[src/hdl/hmp_pkg.sv]
// Constants shared by the host message port and its boot engine.
package hmp_pkg;

  // ************************************************************
  // Port register addresses and flag positions.
  // ************************************************************
  localparam logic [1:0] ADDR_MSG     = 2'h0;
  localparam logic [1:0] ADDR_CTRL    = 2'h1;
  localparam logic [1:0] ADDR_LINEAR  = 2'h2;
  localparam logic [1:0] ADDR_CODED   = 2'h3;
  localparam int         BIT_IN_BUSY  = 2;
  localparam int         BIT_OUT_RDY  = 1;
  localparam logic [7:0] BYTE_RESET   = 8'h00;

  // ************************************************************
  // Boot commands and replies.
  // ************************************************************
  localparam logic [23:0] CMD_BEGIN_DOWNLOAD   = 24'h00_0004;
  localparam logic [23:0] ACCEPT_ACKNOWLEDGE_CMD = 24'h00_0005;
  localparam logic [7:0]  REPLY_READY          = 8'h01;
  localparam logic [7:0]  IMAGE_ACCEPTED_REPLY = 8'h02;
  localparam logic [7:0]  UNKNOWN_COMMAND_REPLY = 8'hFB;
  localparam logic [7:0]  INIT_FAILURE_REPLY   = 8'hFD;
  localparam logic [7:0]  BAD_CHECKSUM_REPLY   = 8'hFF;

  // ************************************************************
  // Message lengths.
  // ************************************************************
  localparam logic [1:0]  CMD_LAST_IDX   = 2'h2;
  localparam logic [2:0]  RESP_BYTES     = 3'h6;
  localparam logic [15:0] CKSUM_BYTES    = 16'h0003;

  // Boot engine states.
  typedef enum logic [2:0] {
    HMP_CMD,
    HMP_IMAGE,
    HMP_ACK,
    HMP_HALT,
    HMP_RUN
  } hmp_boot_e;

endpackage : hmp_pkg

[src/hdl/hmp_sync.sv]
// Two-flop synchroniser for a group of pin inputs.
`timescale 1ns/1ns
module hmp_sync #(
  parameter int              W       = 1,
  parameter logic [W-1:0]    RST_VAL = '0
) (
  // Clock and reset.
  input  wire logic         clk_sys,
  input  wire logic         reset,
  // Pins in, synchronised copy out.
  input  wire logic [W-1:0] pin_in,
  output logic      [W-1:0] pin_sync
);

  logic [W-1:0] meta_r;

  // The first stage feeds only the second stage.
  always_ff @(posedge clk_sys) begin
    if (reset) begin
      meta_r   <= RST_VAL;
      pin_sync <= RST_VAL;
    end else begin
      meta_r   <= pin_in;
      pin_sync <= meta_r;
    end
  end

endmodule : hmp_sync

[src/hdl/hmp_port.sv]
// Parallel host message port with boot download engine.
`timescale 1ns/1ns
module hmp_port #(
  parameter int IMAGE_LEN = 1024
) (
  // Clock and reset.
  input  wire logic        clk_sys,
  input  wire logic        reset,
  // Host parallel bus pins.
  input  wire logic        cs_n,
  input  wire logic        wr_n,
  input  wire logic        rd_n,
  input  wire logic [1:0]  reg_addr,
  input  wire logic [7:0]  data_in,
  output logic      [7:0]  data_out,
  output logic             data_oe,
  output logic             attention_request_n,
  // Processor side: incoming run-time message bytes.
  output logic             proc_rx_valid,
  output logic      [7:0]  proc_rx_data,
  input  wire logic        proc_rx_take,
  input  wire logic        isr_active,
  // Processor side: six-byte run-time responses.
  input  wire logic        resp_valid,
  input  wire logic [47:0] resp_msg,
  output logic             resp_ready,
  // Processor side: status and control.
  input  wire logic        init_fail,
  input  wire logic        notify_en,
  output logic             app_start,
  output logic             app_running,
  // Audio data register writes.
  output logic             linear_audio_wr,
  output logic             coded_audio_wr,
  output logic      [7:0]  audio_data
);

  // ************************************************************
  // Pin synchronisation and strobe edges.
  // ************************************************************
  logic        cs_s, wr_s, rd_s;
  logic [1:0]  addr_s;
  logic [7:0]  din_s;
  logic        wr_d_r, rd_d_r;
  logic [1:0]  wa_r, ra_r;
  logic [7:0]  wd_r;
  logic        wr_end, rd_end, msg_wr, msg_rd;

  hmp_sync #(.W(13), .RST_VAL(13'h1_F00)) u_sync (
    .clk_sys  (clk_sys),
    .reset    (reset),
    .pin_in   ({cs_n, wr_n, rd_n, reg_addr, data_in}),
    .pin_sync ({cs_s, wr_s, rd_s, addr_s, din_s})
  );

  // Address and data are caught while the strobe is low, so the
  // rising strobe edge commits what was on the bus in its setup time.
  always_ff @(posedge clk_sys) begin
    if (reset) begin
      wr_d_r <= 1'b1;
      rd_d_r <= 1'b1;
      wa_r   <= 2'h0;
      ra_r   <= 2'h0;
      wd_r   <= hmp_pkg::BYTE_RESET;
    end else begin
      wr_d_r <= wr_s | cs_s;
      rd_d_r <= rd_s | cs_s;
      if (!cs_s && !wr_s) begin
        wa_r <= addr_s;
        wd_r <= din_s;
      end
      if (!cs_s && !rd_s) begin
        ra_r <= addr_s;
      end
    end
  end

  assign wr_end = !wr_d_r && (wr_s || cs_s);
  assign rd_end = !rd_d_r && (rd_s || cs_s);
  assign msg_wr = wr_end && (wa_r == hmp_pkg::ADDR_MSG);
  assign msg_rd = rd_end && (ra_r == hmp_pkg::ADDR_MSG);

  // ************************************************************
  // Message registers and handshake flags.
  // ************************************************************
  hmp_pkg::hmp_boot_e state_r;
  logic [7:0]  in_byte_r, out_byte_r;
  logic        in_busy_r, out_rdy_r;
  logic        boot_take, consume, reply_go;
  logic [7:0]  reply_code;
  logic [2:0]  tx_left_r;
  logic [39:0] tx_rest_r;

  // Boot engine swallows bytes itself; a halted engine never does.
  assign boot_take = in_busy_r && (state_r != hmp_pkg::HMP_RUN)
                     && (state_r != hmp_pkg::HMP_HALT);
  assign proc_rx_valid = in_busy_r && (state_r == hmp_pkg::HMP_RUN)
                         && !isr_active;
  assign proc_rx_data  = in_byte_r;
  assign consume = boot_take || (proc_rx_valid && proc_rx_take);

  // A host write in the same cycle as a consume keeps busy set.
  always_ff @(posedge clk_sys) begin
    if (reset) begin
      in_busy_r <= 1'b0;
      in_byte_r <= hmp_pkg::BYTE_RESET;
    end else if (msg_wr) begin
      in_busy_r <= 1'b1;
      in_byte_r <= wd_r;
    end else if (consume) begin
      in_busy_r <= 1'b0;
    end
  end

  // Outgoing byte: boot replies or run-time responses serialised
  // most significant byte first, always six bytes per response.
  // A new response waits until the host has read the last byte, so
  // an unread response byte is never overwritten.
  assign resp_ready = (state_r == hmp_pkg::HMP_RUN) && (tx_left_r == 3'h0)
                      && !out_rdy_r;

  always_ff @(posedge clk_sys) begin
    if (reset) begin
      out_rdy_r  <= 1'b0;
      out_byte_r <= hmp_pkg::BYTE_RESET;
      tx_left_r  <= 3'h0;
      tx_rest_r  <= '0;
    end else if (reply_go) begin
      out_byte_r <= reply_code;
      out_rdy_r  <= 1'b1;
    end else if (resp_valid && resp_ready) begin
      out_byte_r <= resp_msg[47:40];
      tx_rest_r  <= resp_msg[39:0];
      tx_left_r  <= hmp_pkg::RESP_BYTES - 3'h1;
      out_rdy_r  <= 1'b1;
    end else if (msg_rd) begin
      out_rdy_r  <= 1'b0;
    end else if (!out_rdy_r && tx_left_r != 3'h0) begin
      out_byte_r <= tx_rest_r[39:32];
      tx_rest_r  <= {tx_rest_r[31:0], 8'h00};
      tx_left_r  <= tx_left_r - 3'h1;
      out_rdy_r  <= 1'b1;
    end
  end

  // ************************************************************
  // Host read path and audio data registers.
  // ************************************************************
  logic [7:0] ctrl_byte;

  always_comb begin
    ctrl_byte = hmp_pkg::BYTE_RESET;
    ctrl_byte[hmp_pkg::BIT_IN_BUSY] = in_busy_r;
    ctrl_byte[hmp_pkg::BIT_OUT_RDY] = out_rdy_r;
  end

  // Audio registers are write only and read back as zero.
  always_ff @(posedge clk_sys) begin
    if (reset) begin
      data_out <= hmp_pkg::BYTE_RESET;
    end else begin
      case (addr_s)
        hmp_pkg::ADDR_MSG:  data_out <= out_byte_r;
        hmp_pkg::ADDR_CTRL: data_out <= ctrl_byte;
        default:            data_out <= hmp_pkg::BYTE_RESET;
      endcase
    end
  end

  assign data_oe = !cs_s && !rd_s && !rd_d_r;

  always_ff @(posedge clk_sys) begin
    if (reset) begin
      linear_audio_wr <= 1'b0;
      coded_audio_wr  <= 1'b0;
      audio_data      <= hmp_pkg::BYTE_RESET;
    end else begin
      linear_audio_wr <= wr_end && (wa_r == hmp_pkg::ADDR_LINEAR);
      coded_audio_wr  <= wr_end && (wa_r == hmp_pkg::ADDR_CODED);
      if (wr_end) begin
        audio_data <= wd_r;
      end
    end
  end

  // Boot replies stay silent on the attention line.
  assign attention_request_n = !((state_r == hmp_pkg::HMP_RUN)
                                 && notify_en && out_rdy_r);

  // ************************************************************
  // Boot engine.
  // ************************************************************
  logic [1:0]  cmd_idx_r;
  logic [15:0] cmd_hi_r;
  logic [23:0] cmd_word;
  logic [15:0] img_cnt_r;
  logic [23:0] sum_r, ck_r;

  assign cmd_word = {cmd_hi_r, in_byte_r};
  assign app_running = (state_r == hmp_pkg::HMP_RUN);

  always_comb begin
    reply_go   = 1'b0;
    reply_code = hmp_pkg::BYTE_RESET;
    if (boot_take && state_r == hmp_pkg::HMP_CMD
        && cmd_idx_r == hmp_pkg::CMD_LAST_IDX) begin
      reply_go = 1'b1;
      if (cmd_word != hmp_pkg::CMD_BEGIN_DOWNLOAD) begin
        reply_code = hmp_pkg::UNKNOWN_COMMAND_REPLY;
      end else if (init_fail) begin
        reply_code = hmp_pkg::INIT_FAILURE_REPLY;
      end else begin
        reply_code = hmp_pkg::REPLY_READY;
      end
    end else if (boot_take && state_r == hmp_pkg::HMP_IMAGE
                 && img_cnt_r == 16'(IMAGE_LEN) + hmp_pkg::CKSUM_BYTES - 16'h1) begin
      reply_go = 1'b1;
      if ({ck_r[15:0], in_byte_r} == sum_r) begin
        reply_code = hmp_pkg::IMAGE_ACCEPTED_REPLY;
      end else begin
        reply_code = hmp_pkg::BAD_CHECKSUM_REPLY;
      end
    end else if (boot_take && state_r == hmp_pkg::HMP_ACK
                 && cmd_idx_r == hmp_pkg::CMD_LAST_IDX
                 && cmd_word != hmp_pkg::ACCEPT_ACKNOWLEDGE_CMD) begin
      reply_go   = 1'b1;
      reply_code = hmp_pkg::UNKNOWN_COMMAND_REPLY;
    end
  end

  // Command bytes build MSB first; the image sums all bytes ahead
  // of the trailing checksum, modulo 2^24.
  always_ff @(posedge clk_sys) begin
    if (reset) begin
      state_r   <= hmp_pkg::HMP_CMD;
      cmd_idx_r <= 2'h0;
      cmd_hi_r  <= 16'h0000;
      img_cnt_r <= 16'h0000;
      sum_r     <= 24'h00_0000;
      ck_r      <= 24'h00_0000;
      app_start <= 1'b0;
    end else begin
      app_start <= 1'b0;
      case (state_r)
        hmp_pkg::HMP_CMD, hmp_pkg::HMP_ACK: begin
          if (boot_take) begin
            cmd_hi_r  <= {cmd_hi_r[7:0], in_byte_r};
            cmd_idx_r <= (cmd_idx_r == hmp_pkg::CMD_LAST_IDX) ? 2'h0 : cmd_idx_r + 2'h1;
            if (cmd_idx_r == hmp_pkg::CMD_LAST_IDX) begin
              if (reply_go && reply_code != hmp_pkg::REPLY_READY) begin
                state_r <= hmp_pkg::HMP_HALT;
              end else if (state_r == hmp_pkg::HMP_CMD) begin
                state_r <= hmp_pkg::HMP_IMAGE;
              end else begin
                state_r   <= hmp_pkg::HMP_RUN;
                app_start <= 1'b1;
              end
            end
          end
        end
        hmp_pkg::HMP_IMAGE: begin
          if (boot_take) begin
            img_cnt_r <= img_cnt_r + 16'h1;
            if (img_cnt_r < 16'(IMAGE_LEN)) begin
              sum_r <= sum_r + {16'h0000, in_byte_r};
            end else begin
              ck_r <= {ck_r[15:0], in_byte_r};
            end
            if (reply_go) begin
              state_r <= (reply_code == hmp_pkg::IMAGE_ACCEPTED_REPLY)
                         ? hmp_pkg::HMP_ACK : hmp_pkg::HMP_HALT;
            end
          end
        end
        hmp_pkg::HMP_HALT: state_r <= hmp_pkg::HMP_HALT;
        hmp_pkg::HMP_RUN:  state_r <= hmp_pkg::HMP_RUN;
        default:           state_r <= hmp_pkg::HMP_HALT;
      endcase
    end
  end
endmodule : hmp_port

[config.mk]
export PLATFORM = sky130hd
export DESIGN_NAME = hmp_port
export DESIGN_NICKNAME = d
export VERILOG_FILES = /design/src/hdl/hmp_pkg.sv /design/src/hdl/hmp_sync.sv /design/src/hdl/hmp_port.sv
export SDC_FILE = /design/constraint.sdc
export NUM_CORES = 1
export LEC_CHECK = 0
export BUFFER_PORTS_ARGS = -buffer_cell sky130_fd_sc_hd__clkbuf_2
export CORE_MARGIN = 5
export CORE_UTILIZATION = 40
export DETAILED_ROUTE_END_ITERATION = 7
export GPL_TIMING_DRIVEN = 0
export HOLD_SLACK_MARGIN = 0.06
export PLACE_DENSITY = 0.62
export SYNTH_ARGS = -nofsm -noshare
export SYNTH_HDL_FRONTEND = slang
export SYNTH_SLANG_ARGS = --single-unit
[constraint.sdc]
create_clock -name clk_sys -period 2.25 [get_ports clk_sys]
set_input_delay 0.1125 -clock clk_sys [delete_from_list [all_inputs] [get_ports clk_sys]]
set_output_delay 0.1125 -clock clk_sys [all_outputs]
set_load 0.02 [all_outputs]
# Word-level counts from Yosys, hierarchy flattened

Cells that the tools add are included.

Flip-flop bits (word level): 197
Logic and storage cells: 151

Add/subtract/negate cells: 4
Order comparisons: 1
Equal/unequal tests: 21
Mux-type cells: 36
Bitwise gates (word level): 7
Reduce and logical (&&, ||, !) cells: 58

Operator list:

| cell                                                          | count |
|---|---|
| two-way mux 40 bit                                            | 3 |
| two-way mux 8 bit                                             | 10 |
| inequality test 24 x 3 -> 1 bit (second input constant)       | 2 |
| logical AND 1 bit                                             | 28 |
| two-way mux 3 bit                                             | 9 |
| adder 24 x 8 -> 24 bit                                        | 1 |
| == test 24 bit                                                | 1 |
| adder 16 x 1 -> 16 bit (second input constant)                | 1 |
| == test 16 x 11 -> 1 bit (second input constant)              | 1 |
| less-than comparator 16 x 11 -> 1 bit (second input constant) | 1 |
| case mux 8 bit (2 select lines)                               | 1 |
| two-way mux 1 bit                                             | 11 |
| case mux 3 bit (3 select lines)                               | 1 |
| AND reduction 3 bit                                           | 3 |
| == test 8 x 2 -> 1 bit (second input constant)                | 1 |
| logical NOT 1 bit                                             | 8 |
| inequality test 2 bit (second input constant)                 | 4 |
| inequality test 8 x 1 -> 1 bit (second input constant)        | 1 |
| == test 2 bit (second input constant)                         | 3 |
| logical NOT 2 bit                                             | 3 |
| logical NOT 3 bit                                             | 2 |
| AND reduction 2 bit                                           | 3 |
| nonzero test 3 bit                                            | 2 |
| inverter 1 bit                                                | 5 |
| other kinds (18)                                              | 22 |

# Longest topological paths before layout

Gate-level depths: netlist (run 1).

Depth after elaboration: 15
Depth in mapped cells: 11
Mapped depth without buffers: 9

# Modules after synthesis

Synthesis (run 1) repeated with hierarchy kept, for this count alone.

Cells, all modules: 940
Area, all modules: 8508.2 sq um

By module, submodules not included:

| module   | instances | cells an instance | area an instance (sq um) |
|---|---|---|---|
| hmp_port | 1         | 886               | 7801.2 |
| hmp_sync | 1         | 54                | 706.9 |

# Worst setup path after synthesis (run 1)

Ideal clock, no wire load.

Path kind: register -> register
From: reg state_r[0]
To: reg tx_rest_r[27]
Setup time: 88 ps
Arrival: 2547 ps
Path slack: -385 ps
Stages on the path, launching flop included: 10
Path buffers: 4
Cells stage by stage: dfxtp_1 -> buf_4 -> nor3b_2 -> nor3b_2 -> and2_2 -> clkbuf_4 -> clkbuf_8 -> dlygate4sd1_1 -> nand2_1 -> a311oi_2

RTL lines:

| item                                                                                         | RTL line        | RTL |
|---|---|---|
| start, declared                                                                              | hmp_port.sv:86  | `hmp_pkg::hmp_boot_e state_r;` |
| start signal, assigned                                                                       | hmp_port.sv:235 | `state_r <= hmp_pkg::HMP_CMD;` |
| start signal, assigned                                                                       | hmp_port.sv:251 | `state_r <= hmp_pkg::HMP_HALT;` |
| start signal, assigned                                                                       | hmp_port.sv:253 | `state_r <= hmp_pkg::HMP_IMAGE;` |
| == test 3 bit *                                                                              | --              |  |
| via app_running                                                                              | hmp_port.sv:31  | `output logic app_running,` |
| logical AND 1 bit *                                                                          | hmp_port.sv:119 | `assign resp_ready = (state_r == hmp_pkg::HMP_RUN) && (tx_left_r == 3'h0)` |
| logical AND 1 bit *                                                                          | hmp_port.sv:120 | `&& !out_rdy_r;` |
| via resp_ready                                                                               | hmp_port.sv:26  | `output logic resp_ready,` |
| logical AND 1 bit *                                                                          | hmp_port.sv:131 | `end else if (resp_valid && resp_ready) begin` |
| inequality test 2 x 1 -> 1 bit (no source line) / nonzero test 2 bit (equally long branches) | --              |  |
| AND reduction 3 bit (no source line)                                                         | --              |  |
| end signal, assigned                                                                         | hmp_port.sv:133 | `tx_rest_r <= resp_msg[39:0];` |
| end signal, assigned                                                                         | hmp_port.sv:140 | `tx_rest_r <= {tx_rest_r[31:0], 8'h00};` |
| end, declared                                                                                | hmp_port.sv:92  | `logic [39:0] tx_rest_r;` |

The timed path passes the listed nets; every way through them passes the cells marked *.
A chain may end at the register's enable or synchronous reset.

# Final worst setup path (run 1)

From: reg img_cnt_r[15]
To: reg out_byte_r[7]

Word-level cells in the longest chain between the ends: 6

RTL lines:

| item                                                                                         | RTL line        | RTL |
|---|---|---|
| start, declared                                                                              | hmp_port.sv:196 | `logic [15:0] img_cnt_r;` |
| start signal, assigned                                                                       | hmp_port.sv:263 | `img_cnt_r <= img_cnt_r + 16'h1;` |
| == test 16 x 11 -> 1 bit *                                                                   | hmp_port.sv:216 | `&& img_cnt_r == 16'(IMAGE_LEN) + hmp_pkg::CKSUM_BYTES - 16'h1) begin` |
| logical AND 1 bit *                                                                          | hmp_port.sv:216 |  |
| two-way mux 1 bit                                                                            | hmp_port.sv:215 | `end else if (boot_take && state_r == hmp_pkg::HMP_IMAGE` |
| two-way mux 1 bit                                                                            | hmp_port.sv:205 | `if (boot_take && state_r == hmp_pkg::HMP_CMD` |
| inequality test 3 x 1 -> 1 bit (no source line) / nonzero test 3 bit (equally long branches) | --              |  |
| AND reduction 2 bit (no source line)                                                         | --              |  |
| end signal, assigned                                                                         | hmp_port.sv:129 | `out_byte_r <= reply_code;` |
| end signal, assigned                                                                         | hmp_port.sv:132 | `out_byte_r <= resp_msg[47:40];` |
| end signal, assigned                                                                         | hmp_port.sv:139 | `out_byte_r <= tx_rest_r[39:32];` |
| end, declared                                                                                | hmp_port.sv:87  | `logic [7:0] in_byte_r, out_byte_r;` |

Mark *: on every way between the ends. The rest lies on a longest branch, timed or not.

==> flow_summary.json, run 1 <==
{
  "drt_pass_1_iters": 5,
  "antenna-diode-count": 0,
  "worst_hold_path_class": "primary input to register",
  "first_global_vias": 7096,
  "ctsRootBufferMaster": "sky130_fd_sc_hd__clkbuf_16",
  "crit_path_start_kind": "register",
  "fin_ws_ns": -0.08465,
  "fin_crit_sh": 1.038,
  "last_weighted_congestion_value_of_the_routability_driven_placer": 0.8149,
  "async_reset_ff_frac": 0,
  "critPathRequiredTime_ns": 2.54,
  "synth-seq-cells": 197,
  "place.port_buffers": 98,
  "power.switching_fraction": 0.3031,
  "core_area_mm2": 0.02102,
  "final-instance-count-excl-fill": 1457,
  "critPathCaptureType": "register",
  "drt-wirelength-per-cell_um": 15.96,
  "worstPathArrival_ns": 2.63,
  "ir_drop_uv": 536.0,
  "yosys_top_cell_area_share": 0.4604,
  "overflow": 0,
  "clock_sinks": 197,
  "grt_pass1_wl_mm": 36.87,
  "design.die.area_mm2": 0.02444,
  "timing.clock.skew_ns": 0.01190,
  "regArea_mm2": 0.003961,
  "hold_violations": 0,
  "violations": "setup timing",
  "die_width_um": 156.3,
  "area_used_by_multi_input_combinational_logic_mm2": 0.004604,
  "seq_area_frac_synth": 0.4604,
  "clkTransAtPathRegs_ns": 0.08,
  "post_synthesis_instance_total": 961,
  "finalPower_mw": 9.213,
  "mappedNetlistNets": 1042,
  "status": "finished with violations",
  "static-leakage-power_nw": 4.308,
  "ios": 100,
  "finalMaxSlewViolations": 0,
  "max-clock-path-buffers": 2,
  "cts_tree": "yes",
  "finalNetCount": 1250,
  "area_growth_pct": 33.07,
  "via_count": 7405,
  "dr.first_iter.drc_count": 442,
  "grt_setup_unrepaired": "yes",
  "finalCriticalPeriod_ns": 2.335,
  "grt_antenna_before_repair": 0,
  "detail_route.vias_per_cell": 5.082,
  "m1WireLength_mm": 10.99,
  "dp_hpwl_mm": 15.79,
  "power.density_cell_area_mw_per_mm2": 808.3,
  "setup-violations-final": 11,
  "nFillCells": 1910,
  "grtUsageTotal": 0.1868,
  "maximum_number_of_pins_on_one_net_before_global_route_repair": 20,
  "pwr-share-comb": 0.256,
  "synth_cell_type_count": 70,
  "top_layer": "met4",
  "numCtsBuffers": 17,
  "pwr-share-clk": 0.318,
  "number_of_flops_mapped_to_enable_cells_by_yosys": 0,
  "met3WireLength_mm": 1.102,
  "synth_ff_type": "sky130_fd_sc_hd__dfxtp_1",
  "fmaxAchievable_ghz": 0.4283,
  "power.share.sequential": 0.425,
  "power.net_switching_mw": 2.793,
  "post-route-drc-count": 0,
  "yosys.area.top_type": "sky130_fd_sc_hd__dfxtp_1",
  "cts.htree.levels": 4,
  "critPathKind": "register to register",
  "synthTopCellsByArea": "sky130_fd_sc_hd__dfxtp_1, sky130_fd_sc_hd__nand2_1, sky130_fd_sc_hd__a311oi_2",
  "crit_path_max_fanout": 5,
  "place_inst": 1334,
  "initial_utilization": 0.4075,
  "timing_worst_slew_pin_value_ns": 0.7012,
  "holdWs_ns": 0.07958,
  "synth_area_mm2": 0.008566,
  "timing.critical_path.slowest_stage_cell": "sky130_fd_sc_hd__or4_4",
  "final_antenna_net_count": 0,
  "internal-power_mw": 6.420,
  "timing.critical_path.cells": "or4_4, or2_4, or2_0, buf_4, buf_6, nand3b_1, o211ai_1, a211oi_1",
  "std_cell_rows": 53,
  "insertion_delay_ns": 0.44,
  "relSlewSlack": 0.5325,
  "worst_path_largest_cell_delay_ns": 0.53,
  "drive_above_1_share": 0.2699,
  "met2RoutedLength_mm": 10.95,
  "wl_mm": 23.26,
  "fp.dieH_um": 156.3,
  "maxCapViolations": 0,
  "syn_area_per_cell_um2": 8.913,
  "yosys_synthesis_warning_count": 0
}
[logic make-up after synthesis]
family	Yosys count	synth area share
multiplexers	26	0.03038
flip-flops	197	0.4604
adder cells (fa/ha/maj)	13	0.01987
buffers and inverters	77	0.05507
AND/OR/NAND/NOR	443	0.2406
AO/OA/AOI/OAI	165	0.1528
XOR/XNOR	40	0.04090
[flip-flops by register name (all words and copies together) (netlist names), 3 cells and up]
register and count:
proc_rx_data 8, out_byte_r 8, audio_data 8, u_sync.pin_sync 13
wd_r 8, img_cnt_r 16, tx_left_r 3, sum_r 24
data_out 8, tx_rest_r 40, ck_r 16, cmd_hi_r 16
u_sync.meta_r 13, state_r 3
[cell usage after synthesis, drive strengths merged (2+ instances only)]
| master | instances |
|---|---|
| xor2 | 8 |
| a311oi | 34 |
| and3 | 3 |
| a21o | 5 |
| ha | 12 |
| o41ai | 2 |
| or2 | 13 |
| a2111oi | 5 |
| clkbuf | 43 |
| or3 | 5 |
| a21oi | 58 |
| and4 | 4 |
| nor4b | 6 |
| nor2b | 19 |
| nand3 | 18 |
| mux2i | 26 |
| o311ai | 2 |
| a31o | 5 |
| buf | 16 |
| a22oi | 8 |
| nand4 | 15 |
| xnor2 | 32 |
| dfxtp | 197 |
| a211oi | 14 |
| and2 | 8 |
| o21a | 2 |
| nor3 | 22 |
| and2b | 3 |
| nor3b | 2 |
| o21ai | 21 |
| and3b | 2 |
| nand2 | 182 |
| inv | 17 |
| nand2b | 3 |
| nand3b | 4 |
| nor4 | 12 |
| nor2 | 117 |
[stage by stage]
| step | utilization | TNS, ns | worst slack, ns | cell area, µm² |
|---|---|---|---|---|
| 2_1_floorplan | - | 0 | 0.006016 | 8591 |
| 3_3_place_gp | 0.4484 | -19.99 | -0.5412 | 9425 |
| 3_5_place_dp | 0.4484 | -19.91 | -0.5423 | 9425 |
| 4_1_cts | 0.5191 | -0.4942 | -0.06457 | 10910 |
| 5_1_grt | 0.5422 | -1.952 | -0.1576 | 11400 |
| 6_report | 0.5422 | -0.4984 | -0.08465 | 11400 |
[placed cells by master (no fill, tap or decap), drive strengths merged, types with 4 or more instances in the layout]
cell type,Yosys,routed
a2111oi,5,5
a211oi,14,14
a21o,5,5
a21oi,58,58
a22oi,8,8
a311oi,34,34
a31o,5,5
and2,8,8
and4,4,4
buf,16,50
clkbuf,43,158
clkinvlp,0,4
dfxtp,197,197
dlygate4sd3,0,58
ha,12,12
inv,17,25
mux2i,26,26
nand2,182,182
nand3,18,18
nand3b,4,4
nand4,15,15
nor2,117,117
nor2b,19,19
nor3,22,22
nor4,12,12
nor4b,6,6
o21ai,21,21
or2,13,13
or3,5,5
xnor2,32,32
xor2,8,8
[final cells by class]
type | instances | share of cell area
sequential | 197 | 0.3475
tap | 275 | 0.03019
clock inverter | 15 | 0.01207
timing repair buffer | 190 | 0.1238
multi-input combinational | 687 | 0.4040
inverter | 17 | 0.005598
clock buffer | 17 | 0.03732
buffer | 59 | 0.03952
[worst max-delay path: cells and delay by family (launching register included)]
family | cells | cell delay (ns)
AND/OR/NAND/NOR | 4 | 1.18
AO/OA/AOI/OAI | 2 | 0.42
flip-flops | 1 | 0.33
buffers and inverters | 2 | 0.26
[power groups by stage]
stage,Clock (mW),Sequential (mW),Combinational (mW)
final,2.93,3.92,2.36
after global routing,3.14,3.95,2.56
after CTS,2.98,3.90,2.10
after detailed placement,0,3.98,1.88
after global placement,0,3.98,1.87
after floorplan,0,3.93,1.52
[per-layer routing]
metal,vias to the layer above,GRT usage
met5,-,0
met4,0,0.03802
met3,17,0.03955
met2,159,0.2946
met1,3487,0.2655
li1,3742,-
[path summary, 6_finish.rpt]
| path | startpoint | to | slack, ns | cells after the start |
|---|---|---|---|---|
| worst max-delay path | img_cnt_r[15] | out_byte_r[7] | -0.08 | 8 |
| worst min-delay path | resp_msg[47] | out_byte_r[7] | 0.08 | 4 |
| worst max register to register | img_cnt_r[15] | out_byte_r[7] | -0.08 | 8 |
| worst min register to register | u_sync.meta_r[12] | u_sync.pin_sync[12] | 0.41 | 1 |
[repair_timing]
item,4_1_cts,5_1_grt
buffers inserted,17,15
endpoints found under the hold margin,58,0
hold buffers,58,0
pin swaps,13,30
endpoints found under the setup margin,84,91
gates cloned,1,2
resized for setup,58,78
Note: power is estimated with default switching activity, not from simulation.
==> run 2: changes to the inputs <==
--- a/config.mk
+++ b/config.mk
@@ -7,11 +7,11 @@
 export LEC_CHECK = 0
 export BUFFER_PORTS_ARGS = -buffer_cell sky130_fd_sc_hd__clkbuf_2
 export CORE_MARGIN = 5
-export CORE_UTILIZATION = 40
+export CORE_UTILIZATION = 53
 export DETAILED_ROUTE_END_ITERATION = 7
 export GPL_TIMING_DRIVEN = 0
 export HOLD_SLACK_MARGIN = 0.06
-export PLACE_DENSITY = 0.62
+export PLACE_DENSITY = 0.78
 export SYNTH_ARGS = -nofsm -noshare
 export SYNTH_HDL_FRONTEND = slang
 export SYNTH_SLANG_ARGS = --single-unit
==> flow_summary.json, run 2 (synthesis results as in run 1) <==
{
  "maxCapViolations": 0,
  "largest-register": "tx_rest_r",
  "dp_hpwl_mm": 14.92,
  "worst_r2r_path_cells": 8,
  "power.density_cell_area_mw_per_mm2": 823.0,
  "wl_mm": 23.57,
  "timing.clock.skew_ns": 0.01166,
  "std_cell_rows": 46,
  "crit_path_max_fanout": 6,
  "core_area_mm2": 0.01589,
  "mostFrequentLayoutCell": "sky130_fd_sc_hd__dfxtp_1",
  "initial_utilization": 0.5392,
  "detail_route.vias_per_cell": 5.604,
  "post-route-drc-count": 0,
  "hold_violations": 0,
  "status": "finished with violations",
  "detailedPlace.worstSlack_ns": -0.5178,
  "drt_pass_1_iters": 5,
  "largest_register_ff_count": 40,
  "critPathCaptureType": "register",
  "grt_pass1_wl_mm": 36.78,
  "first_global_vias": 7541,
  "drive_above_1_share": 0.2625,
  "timing.hold.worst_path_depth": 4,
  "min-delay-start": "resp_msg[47]",
  "clkTransAtPathRegs_ns": 0.07,
  "max-clock-path-buffers": 2,
  "setup-violations-final": 9,
  "finalPower_mw": 9.205,
  "fin_crit_sh": 1.077,
  "violations": "setup timing",
  "clock_sinks": 197,
  "final_antenna_net_count": 0,
  "critPathRequiredTime_ns": 2.55,
  "finalNetCount": 1245,
  "critPathKind": "register to register",
  "nFillCells": 1142,
  "place.port_buffers": 98,
  "antenna-diode-count": 0,
  "design.die.area_mm2": 0.01880,
  "die_width_um": 137.1,
  "ir_drop_uv": 578.9,
  "finalCriticalPeriod_ns": 2.423,
  "critical_path.startpoint": "proc_rx_data[7]",
  "area_growth_pct": 30.57,
  "grtUsageTotal": 0.2461,
  "worst_hold_path_class": "primary input to register",
  "fin_ws_ns": -0.1735,
  "numCtsBuffers": 17,
  "overflow": 0,
  "via_count": 7806,
  "timing_worst_slew_pin_value_ns": 0.6898,
  "fp.dieH_um": 137.1,
  "top_regs": "tx_rest_r x40, sum_r x24",
  "grt_setup_unrepaired": "yes",
  "ctsRootBufferMaster": "sky130_fd_sc_hd__clkbuf_16",
  "static-leakage-power_nw": 4.230,
  "fmaxAchievable_ghz": 0.4126,
  "grt_antenna_before_repair": 0,
  "maximum_number_of_pins_on_one_net_before_global_route_repair": 20,
  "dr.first_iter.drc_count": 732,
  "insertion_delay_ns": 0.44,
  "cts_tree": "yes",
  "cts.htree.levels": 4,
  "drt-wirelength-per-cell_um": 16.92,
  "worstPathArrival_ns": 2.72,
  "ios": 100,
  "relSlewSlack": 0.5401,
  "last_weighted_congestion_value_of_the_routability_driven_placer": 0.8487,
  "finalMaxSlewViolations": 0,
  "mostFrequentLayoutCells": "sky130_fd_sc_hd__dfxtp_1, sky130_fd_sc_hd__nand2_1, sky130_fd_sc_hd__nor2_1",
  "crit_path_start_kind": "register",
  "timing.rr.start": "proc_rx_data[7]"
}
==> run 2: cell types whose count changed in the layout (fill, tap and decap cells not counted), sizes merged <==
| cell | previous run | this run |
|---|---|---|
| buf | 50 | 47 |
| bufinv | 0 | 2 |
| clkbuf | 158 | 156 |
| inv | 25 | 23 |
| clkinv | 3 | 4 |
| clkinvlp | 4 | 3 |
==> run 2: metrics by stage <==
| stage | utilization | instances | TNS, ns | instance area (µm²) | hold slack (ns) |
|---|---|---|---|---|---|
| final | 0.7041 | 1393 | -0.8421 | 11180 | 0.07206 |
| after global routing | 0.7041 | 1393 | -3.111 | 11180 | 0.07378 |
| after CTS | 0.6819 | 1380 | -0.4114 | 10830 | 0.06604 |
| after detailed placement | 0.5887 | 1275 | -18.24 | 9351 | 0.2974 |
| after global placement | 0.5887 | 1275 | -17.07 | 9351 | 0.2993 |
| after floorplan | - | 961 | 0 | 8591 | 0.2163 |
==> run 2: path summary, 6_finish.rpt <==
| check | endpoint | slack, ns |
|---|---|---|
| max reg2reg | state_r[0] | -0.17 |
| min | out_byte_r[7] | 0.07 |
| min reg2reg | u_sync.pin_sync[11] | 0.41 |
| max | state_r[0] | -0.17 |
==> run 2: report_power, final <==
part	internal (mW)	total (mW)	switching (mW)
registers	3.75	3.91	0.161
clock network	1.69	3.13	1.44
logic	1.02	2.16	1.14
total	6.46	9.21	2.74
==> run 2: worst max-delay path, stage by stage (launching register included) <==
cell,delay (ns)
sky130_fd_sc_hd__dfxtp_2,0.39
sky130_fd_sc_hd__ha_1,0.39
sky130_fd_sc_hd__nor4_1,0.42
sky130_fd_sc_hd__nand4_1,0.19
sky130_fd_sc_hd__nor3_2,0.25
sky130_fd_sc_hd__nand3b_1,0.17
sky130_fd_sc_hd__buf_4,0.18
sky130_fd_sc_hd__a221oi_2,0.25
sky130_fd_sc_hd__a211oi_2,0.05
==> run 2: cell type report <==
class,instances,area [µm²],share of cell area
Inverter,17,63.81,0.005705
Timing Repair Buffer,191,1416,0.1266
Tap cell,216,270.3,0.02416
Buffer,53,360.3,0.03222
Multi-Input combinational cell,687,4502,0.4025
Clock inverter,15,186.4,0.01667
Clock buffer,17,425.4,0.03804
Sequential cell,197,3960,0.3541
==> run 2: what timing repair did <==
item                       4_1_cts  5_1_grt
gates cloned                     1        1
hold endpoints to repair        58        0
pin swaps                       15       26
gates resized for setup         47       68
setup endpoints to repair       82       75
hold buffers                    58        0
setup buffers                   17       17
==> run 2: layer usage <==
layer	routed length, µm	GRT usage
met5	0	0
met4	665	0.09590
met3	1533	0.05000
met2	11270	0.3984
met1	10100	0.3234
==> run 3: changes to the inputs <==
--- a/config.mk
+++ b/config.mk
@@ -7,11 +7,11 @@
 export LEC_CHECK = 0
 export BUFFER_PORTS_ARGS = -buffer_cell sky130_fd_sc_hd__clkbuf_2
 export CORE_MARGIN = 5
-export CORE_UTILIZATION = 53
+export CORE_UTILIZATION = 42
 export DETAILED_ROUTE_END_ITERATION = 7
 export GPL_TIMING_DRIVEN = 0
 export HOLD_SLACK_MARGIN = 0.06
-export PLACE_DENSITY = 0.78
+export PLACE_DENSITY = 0.65
 export SYNTH_ARGS = -nofsm -noshare
 export SYNTH_HDL_FRONTEND = slang
 export SYNTH_SLANG_ARGS = --single-unit
==> flow_summary.json, run 3 (synthesis results as in run 1) <==
{
  "power.switching_fraction": 0.3059,
  "final_antenna_net_count": 0,
  "insertion_delay_ns": 0.45,
  "design.die.area_mm2": 0.02335,
  "pwr-share-clk": 0.305,
  "clkTransAtPathRegs_ns": 0.08,
  "detail_route.vias_per_cell": 5.204,
  "numCtsBuffers": 17,
  "ir_drop_uv": 554.6,
  "post-route-drc-count": 0,
  "nFillCells": 1736,
  "mostFrequentLayoutCell": "sky130_fd_sc_hd__dfxtp_1",
  "largest-register": "tx_rest_r",
  "ios": 100,
  "crit_path_start_kind": "register",
  "antenna-diode-count": 0,
  "ctsRootBufferMaster": "sky130_fd_sc_hd__clkbuf_16",
  "drt_pass_1_iters": 5,
  "fp.dieH_um": 152.8,
  "top_regs": "tx_rest_r x40, sum_r x24",
  "setup-violations-final": 30,
  "via_count": 7598,
  "drt-wirelength-per-cell_um": 16.45,
  "dr.first_iter.drc_count": 520,
  "grt_antenna_before_repair": 0,
  "place.port_buffers": 98,
  "critical_path.startpoint": "img_cnt_r[15]",
  "power.density_cell_area_mw_per_mm2": 849.9,
  "last_weighted_congestion_value_of_the_routability_driven_placer": 0.8389,
  "dp_hpwl_mm": 15.73,
  "place_inst": 1329,
  "violations": "setup timing",
  "finalCriticalPeriod_ns": 2.384,
  "overflow": 0,
  "grt_setup_unrepaired": "yes",
  "initial_utilization": 0.4247,
  "maximum_number_of_pins_on_one_net_before_global_route_repair": 19,
  "core_area_mm2": 0.02017,
  "holdWs_ns": 0.07357,
  "final-instance-count-excl-fill": 1460,
  "finalPower_mw": 9.911,
  "hold_violations": 0,
  "internal-power_mw": 6.880,
  "first_global_vias": 7250,
  "static-leakage-power_nw": 4.331,
  "critPathCaptureType": "register",
  "timing.clock.skew_ns": 0.01397,
  "finalNetCount": 1258,
  "power.share.sequential": 0.399,
  "grt_pass1_wl_mm": 37.35,
  "std_cell_rows": 52,
  "largest_register_ff_count": 40,
  "die_width_um": 152.8,
  "fin_crit_sh": 1.060,
  "status": "finished with violations",
  "grtUsageTotal": 0.1963,
  "timing.rr.start": "img_cnt_r[15]",
  "min-delay-start": "resp_msg[41]",
  "pwr-share-comb": 0.296,
  "finalMaxSlewViolations": 0,
  "critPathKind": "register to register",
  "worst_hold_path_class": "primary input to register",
  "crit_path_max_fanout": 7,
  "maxCapViolations": 0,
  "clock_sinks": 197,
  "fin_ws_ns": -0.1339,
  "cts_tree": "yes",
  "cts.htree.levels": 4,
  "power.net_switching_mw": 3.032,
  "critPathRequiredTime_ns": 2.62,
  "area_growth_pct": 36.15,
  "max-clock-path-buffers": 2,
  "fmaxAchievable_ghz": 0.4195,
  "worstPathArrival_ns": 2.75,
  "timing_worst_slew_pin_value_ns": 0.8435,
  "relSlewSlack": 0.4376,
  "drive_above_1_share": 0.2983,
  "wl_mm": 24.01,
  "mostFrequentLayoutCells": "sky130_fd_sc_hd__dfxtp_1, sky130_fd_sc_hd__nand2_1, sky130_fd_sc_hd__clkbuf_2"
}
run 3: repair_timing:
action,in CTS,in global routing
hold endpoints to repair,58,1
gates resized for setup,63,125
endpoints found under the setup margin,86,83
hold buffers,58,1
gates cloned,5,3
pin swaps,17,23
setup buffers,13,23
run 3: final timing paths:
path,to,cells past startpoint,slack [ns]
setup / recovery,tx_rest_r[9],9,-0.13
hold / removal,out_byte_r[1],4,0.07
setup reg to reg,tx_rest_r[9],9,-0.13
hold reg to reg,u_sync.pin_sync[11],1,0.41
run 3: power by group through the flow:
stage | registers (mW) | clock network, mW | logic, mW
after floorplan | 3.93 | 0 | 1.52
after global placement | 3.97 | 0 | 1.85
after detailed placement | 3.98 | 0 | 1.88
final | 3.95 | 3.03 | 2.93
after global routing | 3.98 | 3.23 | 3.14
after CTS | 3.90 | 3.08 | 2.46
run 3: layout make-up:
| type | instances | area, µm² | share of cell area |
|---|---|---|---|
| buffer | 58 | 496.7 | 0.04259 |
| clock buffer | 19 | 442.9 | 0.03798 |
| clock inverter | 13 | 138.9 | 0.01191 |
| inverter | 17 | 63.81 | 0.005472 |
| multi-input combinational | 687 | 4693 | 0.4024 |
| sequential | 197 | 3966 | 0.3401 |
| tap | 270 | 337.8 | 0.02897 |
| timing repair buffer | 199 | 1523 | 0.1306 |
run 3: critical path, cell delays in order, from the launching register on:
cell                       delay, ns
sky130_fd_sc_hd__dfxtp_2        0.33
sky130_fd_sc_hd__or4_4          0.54
sky130_fd_sc_hd__or2_4          0.28
sky130_fd_sc_hd__or2_0          0.21
sky130_fd_sc_hd__buf_4          0.16
sky130_fd_sc_hd__and3_4         0.17
sky130_fd_sc_hd__buf_12         0.16
sky130_fd_sc_hd__buf_12         0.13
sky130_fd_sc_hd__buf_16         0.13
sky130_fd_sc_hd__a311oi_2       0.21
run 3: stage by stage:
step	instance area [µm²]	setup TNS [ns]	util	worst slack, ns
3_3_place_gp	9419	-21.80	0.4670	-0.5770
4_1_cts	10980	-0.9716	0.5444	-0.1060
5_1_grt	11660	-4.420	0.5782	-0.1965
6_report	11660	-1.163	0.5782	-0.1339
2_1_floorplan	8591	0	-	0.006016
3_5_place_dp	9419	-21.96	0.4670	-0.5933
run 3: routing by layer:
layer | routed length (µm) | global-route usage
met5 | 0 | 0
met4 | 442 | 0.06576
met3 | 1244 | 0.04128
met2 | 11130 | 0.3090
met1 | 11200 | 0.2698
